## config.mk

```make
export PLATFORM = sky130hd
export DESIGN_NAME = rs232_half_duplex_serial_port
export DESIGN_NICKNAME = d
export VERILOG_FILES = /design/src/rtl/serial_port_pkg.sv /design/src/rtl/baud_tick_gen.sv /design/src/rtl/rs232_half_duplex_serial_port.sv
export SDC_FILE = /design/constraint.sdc
export NUM_CORES = 1
export LEC_CHECK = 0
export BUFFER_PORTS_ARGS = -buffer_cell sky130_fd_sc_hd__buf_2
export CAP_MARGIN = 20
export CORE_MARGIN = 2
export CORE_UTILIZATION = 42
export DETAILED_ROUTE_END_ITERATION = 8
export GPL_ROUTABILITY_DRIVEN = 0
export PLACE_DENSITY_LB_ADDON = 0.15
export SLEW_MARGIN = 20
export SYNTH_ARGS = -nofsm -noshare
export SYNTH_HDL_FRONTEND = slang
export SYNTH_SLANG_ARGS = --single-unit
export TNS_END_PERCENT = 30
```

## constraint.sdc

```tcl
create_clock -name clk_i -period 2.65 [get_ports clk_i]
set_clock_uncertainty 0.2 [all_clocks]
set_input_delay 0.1325 -clock clk_i [delete_from_list [all_inputs] [get_ports clk_i]]
set_output_delay 0.1325 -clock clk_i [all_outputs]
set_load 0.005 [all_outputs]
```

## src/rtl/serial_port_pkg.sv

```systemverilog
package serial_port_pkg;
  localparam int unsigned CLK_HZ          = 200_000_000;
  localparam int unsigned OVERSAMPLE      = 16;
  localparam int unsigned BAUD_300        = 300;
  localparam int unsigned BAUD_1200       = 1200;
  localparam int unsigned BAUD_9600       = 9600;
  localparam int unsigned DIV_300         = CLK_HZ / (BAUD_300 * OVERSAMPLE);
  localparam int unsigned DIV_1200        = CLK_HZ / (BAUD_1200 * OVERSAMPLE);
  localparam int unsigned DIV_9600        = CLK_HZ / (BAUD_9600 * OVERSAMPLE);
  localparam int unsigned DIV_W           = 16;
  localparam int unsigned DATA_BITS       = 7;
  localparam int unsigned FRAME_BITS      = 10;
  localparam logic [6:0]  CHAR_CR         = 7'h0D;
  localparam logic [6:0]  CHAR_LF         = 7'h0A;
  localparam logic [3:0]  MID_TICK        = 4'h7;
  localparam logic [3:0]  LAST_TICK       = 4'hF;
  localparam logic        LINE_IDLE       = 1'b1;

  typedef enum logic [1:0] {
    RATE_300,
    RATE_1200,
    RATE_9600,
    RATE_RSVD
  } rate_type;

  typedef struct packed {
    logic [6:0] data;
    logic       parity_err;
    logic       stop_err;
    logic       eom;
  } rx_char_type;
endpackage

```

## src/rtl/baud_tick_gen.sv

```systemverilog
`timescale 1ns/1ps
`default_nettype none
module baud_tick_gen (
  input  wire logic                        clk_i,
  input  wire logic                        rst_i,
  input  wire serial_port_pkg::rate_type   rate_i,
  output logic                             tick_o
);
  import serial_port_pkg::*;

  logic [DIV_W-1:0] count;
  logic [DIV_W-1:0] limit;

  always_comb begin
    case (rate_i)
      RATE_300:  limit = DIV_W'(DIV_300 - 1);
      RATE_1200: limit = DIV_W'(DIV_1200 - 1);
      RATE_9600: limit = DIV_W'(DIV_9600 - 1);
      default:   limit = DIV_W'(DIV_9600 - 1);
    endcase
  end

  always_ff @(posedge clk_i) begin
    if (rst_i || count >= limit) begin
      count <= '0;
    end else begin
      count <= count + 1'b1;
    end
  end

  always_ff @(posedge clk_i) begin
    if (rst_i) begin
      tick_o <= 1'b0;
    end else begin
      tick_o <= (count >= limit);
    end
  end
endmodule
`default_nettype wire

```

## src/rtl/rs232_half_duplex_serial_port.sv

```systemverilog
`timescale 1ns/1ps
`default_nettype none
module rs232_half_duplex_serial_port (
  input  wire logic                          clk_i,
  input  wire logic                          rst_i,
  input  wire serial_port_pkg::rate_type     rate_i,
  input  wire logic                          rxd_i,
  output logic                               txd_o,
  input  wire logic                          tx_valid_i,
  input  wire logic [6:0]                    tx_data_i,
  output logic                               tx_ready_o,
  output logic                               rx_valid_o,
  output serial_port_pkg::rx_char_type       rx_char_o,
  output logic                               busy_o
);
  import serial_port_pkg::*;

  typedef enum logic [1:0] {
    RX_IDLE,
    RX_START,
    RX_BITS
  } rx_state_type;

  logic                 tick;
  logic                 rxd_meta;
  logic                 rxd_sync;
  rx_state_type         rx_state;
  logic [3:0]           rx_phase;
  logic [3:0]           rx_count;
  logic [8:0]           rx_shift;
  logic [6:0]           last_char;
  logic                 tx_active;
  logic [3:0]           tx_phase;
  logic [3:0]           tx_count;
  logic [9:0]           tx_shift;

  ////////////////////////////////////////////////////////////////////////////
  // baud tick, rate only is selectable
  baud_tick_gen u_tick (
    .clk_i  (clk_i),
    .rst_i  (rst_i),
    .rate_i (rate_i),
    .tick_o (tick)
  );

  ////////////////////////////////////////////////////////////////////////////
  // line synchroniser
  always_ff @(posedge clk_i) begin
    if (rst_i) begin
      rxd_meta <= LINE_IDLE;
      rxd_sync <= LINE_IDLE;
    end else begin
      rxd_meta <= rxd_i;
      rxd_sync <= rxd_meta;
    end
  end

  ////////////////////////////////////////////////////////////////////////////
  // receiver; opens no frame while sending, so our own echo never starts one, but a start seen on the tick a char is taken still runs on
  always_ff @(posedge clk_i) begin
    if (rst_i) begin
      rx_state <= RX_IDLE;
      rx_phase <= 4'h0;
      rx_count <= 4'h0;
      rx_shift <= 9'h000;
    end else if (tick) begin
      case (rx_state)
        RX_IDLE: begin
          rx_phase <= 4'h0;
          if (!rxd_sync && !tx_active) begin
            rx_state <= RX_START;
          end
        end
        RX_START: begin
          rx_phase <= rx_phase + 1'b1;
          if (rx_phase == MID_TICK) begin
            rx_phase <= 4'h0;
            rx_count <= 4'h0;
            // glitch shorter than half a bit is dropped
            rx_state <= rxd_sync ? RX_IDLE : RX_BITS;
          end
        end
        RX_BITS: begin
          rx_phase <= rx_phase + 1'b1;
          if (rx_phase == LAST_TICK) begin
            rx_shift <= {rxd_sync, rx_shift[8:1]};
            rx_count <= rx_count + 1'b1;
            if (rx_count == 4'(FRAME_BITS - 2)) begin
              rx_state <= RX_IDLE;
            end
          end
        end
        default: rx_state <= RX_IDLE;
      endcase
    end
  end

  // stop bit is the live sample; after eight shifts d0 sits in bit 1 and parity in bit 8
  always_ff @(posedge clk_i) begin
    if (rst_i) begin
      rx_valid_o <= 1'b0;
      rx_char_o  <= '0;
      last_char  <= 7'h00;
    end else begin
      rx_valid_o <= 1'b0;
      if (tick && rx_state == RX_BITS && rx_phase == LAST_TICK
          && rx_count == 4'(FRAME_BITS - 2)) begin
        rx_valid_o           <= 1'b1;
        rx_char_o.data       <= rx_shift[7:1];
        rx_char_o.parity_err <= ~^{rx_shift[8:1]};
        rx_char_o.stop_err   <= ~rxd_sync;
        rx_char_o.eom        <= (last_char == CHAR_CR) && (rx_shift[7:1] == CHAR_LF);
        last_char            <= rx_shift[7:1];
      end
    end
  end

  ////////////////////////////////////////////////////////////////////////////
  // transmitter; lsb first, start low, stop high
  // a response char is taken the cycle it is offered, so reply latency is the host logic's
  assign tx_ready_o = !tx_active && (rx_state == RX_IDLE);

  always_ff @(posedge clk_i) begin
    if (rst_i) begin
      tx_active <= 1'b0;
      tx_phase  <= 4'h0;
      tx_count  <= 4'h0;
      tx_shift  <= 10'h3FF;
    end else if (tx_valid_i && tx_ready_o) begin
      tx_active <= 1'b1;
      tx_phase  <= 4'h0;
      tx_count  <= 4'h0;
      tx_shift  <= {1'b1, ~^tx_data_i, tx_data_i, 1'b0};
    end else if (tx_active && tick) begin
      tx_phase <= tx_phase + 1'b1;
      if (tx_phase == LAST_TICK) begin
        tx_shift <= {1'b1, tx_shift[9:1]};
        tx_count <= tx_count + 1'b1;
        if (tx_count == 4'(FRAME_BITS - 1)) begin
          tx_active <= 1'b0;
        end
      end
    end
  end

  always_ff @(posedge clk_i) begin
    if (rst_i) begin
      txd_o <= LINE_IDLE;
    end else begin
      txd_o <= tx_active ? tx_shift[0] : LINE_IDLE;
    end
  end

  assign busy_o = tx_active || (rx_state != RX_IDLE);
endmodule
`default_nettype wire

```

## After elaboration in Yosys (flattened, before gate mapping)

Index checks and enable logic that the tools add are counted.
W data, S select, Z words.

- Bits in registers: 68
- Latch bits: 0
- RAM bits: 0
- ROM bits: 0
- Input port bits: 13
- Output and inout port bits: 14
- Logic and storage cells: 91
- Memories: 0

- Add/sub/neg operators: 5
- $mul: 0
- Divide/modulo/power cells: 0
- Magnitude comparators: 1
- Equality and inequality tests: 14
- Shift-type cells: 0
- Multiplexer cells: 20
- Bitwise operators: 2
- Reductions and logical operators: 31

Operators with widths:

| operator | number |
|---|---|
| $pmux W16 S2 | 1 |
| $mux W9 | 3 |
| $add A16 B1 Y16 const B | 1 |
| $add A4 B1 Y4 const B | 4 |
| $eq A4 B4 Y1 const B | 4 |
| $ge A16 B16 Y1 | 1 |
| $eq A7 B4 Y1 const B | 2 |
| $mux W4 | 3 |
| $pmux W4 S3 | 1 |
| $mux W2 | 5 |
| $reduce_bool A2 Y1 | 5 |
| $logic_and A1 B1 Y1 | 8 |
| $ne A2 B2 Y1 const B | 4 |
| $pmux W4 S2 | 1 |
| $reduce_xnor A8 Y1 | 1 |
| $reduce_xnor A7 Y1 | 1 |
| $pmux W2 S3 | 1 |
| $reduce_and A2 Y1 | 3 |
| $reduce_and A3 Y1 | 2 |
| $mux W1 | 5 |
| $reduce_and A5 Y1 | 1 |
| $eq A2 B1 Y1 const B | 2 |
| $eq A4 B3 Y1 const B | 1 |
| $logic_not A2 Y1 | 2 |
| other kinds (7) | 11 |

## Depth between registers and ports, before layout

- Depth after elaboration: 5
- Mapped depth: 8
- Mapped depth without buffers: 7

## Cells and area by module

From an unflattened synthesis, not the netlist that was laid out.

- Cells, all modules: 398
- Area, all modules: 3455.8 um2

Modules (own cells, without submodules):

| module | instances | cells each | area each (um2) | sequential area each (um2) |
|---|---|---|---|---|
| rs232_half_duplex_serial_port | 1 | 283 | 2446.1 | 1001.0 |
| baud_tick_gen | 1 | 115 | 1009.7 | 340.3 |

## Worst setup path after synthesis

No wires, ideal clock.

- Kind: register to register
- From: reg u_tick.count[13]
- To: reg u_tick.count[10]
- Setup time: 0.130 ns
- Arrival time: 1.759 ns
- Data required time: 2.320 ns
- Setup slack: 0.562 ns
- Stages on the path, launching flop included: 7
- Buffers on the path: 1
- Period minus slack after synthesis: 2.088 ns
- Cells stage by stage: dfxtp_1 > ha_1 > nor4bb_1 > nand2_1 > o221ai_1 > buf_2 > nor3_1

- Word-level cells in the longest chain between the ends: 2

Ends and longest elaborated chain:

| item | RTL line | source |
|---|---|---|
| start, declared | baud_tick_gen.sv:11 | `logic [DIV_W-1:0] count;` |
| start signal, assigned | baud_tick_gen.sv:27 | `count <= count + 1'b1;` |
| $ge A16 B16 Y1 | baud_tick_gen.sv:24 | `if (rst_i \|\| count >= limit) begin` |
| $logic_or A1 B1 Y1 | baud_tick_gen.sv:24 |  |

No other way between the ends.
A chain may end at the register's enable or synchronous reset.

## Worst setup path after layout

- From: reg u_tick.count[6]
- To: reg u_tick.tick_o

- Word-level cells in the longest chain between the ends: 1

Ends and longest elaborated chain:

| item | RTL line | source |
|---|---|---|
| $ge A16 B16 Y1 | baud_tick_gen.sv:35 | `tick_o <= (count >= limit);` |
| end signal, assigned | baud_tick_gen.sv:35 |  |
| end, declared | baud_tick_gen.sv:7 | `output logic tick_o` |

No other way between the ends.

==> impl_metrics.tcl <==
set metrics [dict create \
    run_status "completed" \
    maximum_fanout_along_the_worst_path 17 \
    power.ir.vdd_worst_mv 0.332 \
    postCtsResizedCells 0 \
    drv_cap 0 \
    count_of_final_setup_violators 0 \
    setup_total_negative_slack_ps 0 \
    worst_setup_path_end_kind "flip-flop" \
    yosysTopAreaCellShare_pct 39.0 \
    largest_net_degree_at_the_start_of_global_routing 47 \
    design.core.area_sq_mm 0.00809 \
    seq_area_frac_synth_pct 39.0 \
    grt-ovfl-total 0 \
    cts_max_path_buffers 2 \
    route.detailed.drc 0 \
    synthesis.area_sq_mm 0.00344 \
    fmaxAchievable_mhz 480 \
    dp.cells 517 \
    routed_wl_mm 6.99 \
    clkSlewWorstSetupHoldPaths_ps 70 \
    yosysMostFrequentCell "sky130_fd_sc_hd__dfxtp_1" \
    drt-vias-per-instance 5.22 \
    post-cts-setup-buffer-count 0 \
    io_buffer_count 26 \
    clk_sink_count 67 \
    slew_viol_final 0 \
    synth.cells.most_frequent "sky130_fd_sc_hd__dfxtp_1, sky130_fd_sc_hd__nor2_1, sky130_fd_sc_hd__nand2_1" \
    design.final.nets 471 \
    flow.area_growth_from_synthesis_pct 13.7 \
    synth_cell_type_count 49 \
    synthDominantAreaCellType "sky130_fd_sc_hd__dfxtp_1" \
    min_delay_worst_endpoint "tx_active$_SDFFE_PP0P_" \
    chipWidth_um 94.5 \
    nets_in_the_synthesized_netlist 439 \
    power_per_cell_area_mw_per_mm2 485 \
    ys.flop_type "sky130_fd_sc_hd__dfxtp_1" \
    hold_path_cell_cnt 3 \
    p_leak_nw 1.44 \
    fp-row-count 33 \
    min-delay-start "tx_valid_i" \
    holdCritPathClass "in2reg" \
    cts_made_buffers 9 \
    n_antenna_cell 0 \
    yosys_warnings 0 \
    first_global_vias 2724 \
    yosys_register_bits 67 \
    design.portCount 27 \
    finalCoreUtilization_pct 48.4 \
    insertion_delay_ps 330 \
    synth-async-reset-ratio_pct 0 \
    cp.arrival_ps 2100 \
    final_layout_size_suffix_gt1_share_pct 12.4 \
    syn-mean-instance-area_sq_um 8.63 \
    postCtsHoldBufs 8 \
    timing_hold_violations_final 0 \
    antenna_found_initial 0 \
    chipHeight_um 94.5 \
    clk_root_buffer_cell "sky130_fd_sc_hd__clkbuf_8" \
    min_period_over_period_pct 78.6 \
    final_antenna_net_count 0 \
    h-tree-depth 3 \
    reg2reg_slack_ps 570 \
    die-area_sq_mm 0.00894 \
    worstReg2RegStart "u_tick.count[6]$_SDFF_PP0_" \
    floorplan.initialDensity_pct 42.5 \
    worst-slew-pin-transition_ps 817 \
    filler_cell_count 805 \
    synth-edff-count 0 \
    worstSetupStartpointType "flip-flop" \
    grt_setup_unrepaired "false" \
    r2r.worst_path.cells 6 \
    maxSlewHeadroom_pct 45.5 \
    grt.total_usage_pct 17.2 \
    crit_type "reg2reg" \
    grt_pass1_wl_mm 12.5 \
    dpl.hpwl_mm 4.83 \
    totalPowerFinal_mw 1.90 \
    route.detailed.wl_per_inst_um 12.9 \
    timing.critical_path.required_ps 2670 \
    final.min_clock_period_ps 2080 \
    dr_total_vias 2826 \
    detail_route.first_pass.iterations 5 \
    drt-initial-drc-count 84 \
    cts_tree "done" \
    final.hold.worst_slack_ps 121 \
    instances_no_fill 541 \
    post_synth_main_area_contributors "sky130_fd_sc_hd__dfxtp_1, sky130_fd_sc_hd__ha_1, sky130_fd_sc_hd__xnor2_1" \
    synthCells 399 \
    critical_path.reg2reg.endpoint "u_tick.tick_o$_SDFF_PP0_" \
]
-- flip-flops by register name, indices dropped and copies added (netlist names) --
| signal | count |
|---|---|
| u_tick.count | 16 |
| tx_shift | 9 |
| rx_shift | 8 |
| last_char | 7 |
| rx_count | 4 |
| rx_phase | 4 |
| tx_count | 4 |
| tx_phase | 4 |
| rx_char_o | 3 |
| rx_state | 2 |
| rx_valid_o | 1 |
| rxd_meta | 1 |
| rxd_sync | 1 |
| tx_active | 1 |
| txd_o | 1 |
| u_tick.tick_o | 1 |
-- per-layer routing --
metal | vias up | GRT usage, % | routed length, um
met4 | 0 | 4.59 | 80
met1 | 1315 | 22.7 | 3550
li1 | 1473 | - | -
met5 | - | 0 | 0
met3 | 6 | 4.15 | 180
met2 | 32 | 28.3 | 3180
-- worst max-delay path by stage --
| stage | from | endpoint | slack [ps] | depth (start not counted) |
|---|---|---|---|---|
| floorplan | u_tick.count[13]$_SDFF_PP0_ | u_tick.count[10]$_SDFF_PP0_ | 560 | 6 |
| global placement | rate_i[1] | u_tick.tick_o$_SDFF_PP0_ | 550 | 9 |
| detailed placement | rate_i[1] | u_tick.count[7]$_SDFF_PP0_ | 490 | 9 |
| CTS | u_tick.count[6]$_SDFF_PP0_ | u_tick.tick_o$_SDFF_PP0_ | 550 | 6 |
| global route | u_tick.count[13]$_SDFF_PP0_ | u_tick.count[9]$_SDFF_PP0_ | 370 | 6 |
| finish | u_tick.count[6]$_SDFF_PP0_ | u_tick.tick_o$_SDFF_PP0_ | 570 | 6 |
-- layout by cell type (no fill, tap or decap), types with 16 or more instances in the layout --
cell type / instances
sky130_fd_sc_hd__a21oi_1: 25
sky130_fd_sc_hd__inv_1: 21
sky130_fd_sc_hd__dfxtp_1: 67
sky130_fd_sc_hd__nand2_1: 35
sky130_fd_sc_hd__nor2_1: 36
sky130_fd_sc_hd__buf_2: 26
sky130_fd_sc_hd__xnor2_1: 22
sky130_fd_sc_hd__nor3_1: 21
sky130_fd_sc_hd__ha_1: 27
sky130_fd_sc_hd__nand3_1: 16
-- final cells by class --
cell class              instances  area (sq um)  area share (%)
inverters                      21          78.8            2.01
flip-flops and latches         67          1340            34.3
repair buffers                 39           248            6.33
well taps                     105           131            3.36
multi-input cells             293          1940            49.6
clock buffers                  12           145            3.71
clock inverters                 4          26.3           0.671
-- worst max-delay path, stage by stage (launching register included) --
cell and delay [ps]:
sky130_fd_sc_hd__dfxtp_1 460, sky130_fd_sc_hd__ha_1 290, sky130_fd_sc_hd__and3_1 160, sky130_fd_sc_hd__a221oi_1 280, sky130_fd_sc_hd__o221ai_1 160, sky130_fd_sc_hd__buf_4 220
sky130_fd_sc_hd__o21ba_2 200
-- stage by stage --
| stage | cell area (sq um) | setup WS (ps) |
|---|---|---|
| 2_1_floorplan | 3440 | 562 |
| 3_3_place_gp | 3660 | 555 |
| 3_5_place_dp | 3660 | 486 |
| 4_1_cts | 3910 | 550 |
| 5_1_grt | 3910 | 369 |
| 6_report | 3910 | 568 |
-- power by group --
group | internal [mW] | switching (mW)
Combinational | 0.0596 | 0.0645
Sequential | 1.02 | 0.0158
Clock | 0.364 | 0.372
-- cells by family (layout without fill, tap and decap cells) --
family | count (synthesis) | count (layout) | synth area share [%]
buffers and inverters | 39 | 76 | 4.58
AO/OA/AOI/OAI | 82 | 82 | 15.9
multiplexers | 8 | 8 | 2.33
flip-flops | 67 | 67 | 39.0
XOR/XNOR | 28 | 28 | 7.12
adder cells (fa/ha/maj) | 27 | 27 | 9.81
AND/OR/NAND/NOR | 148 | 148 | 21.3
(Power assumes the default switching activity.)
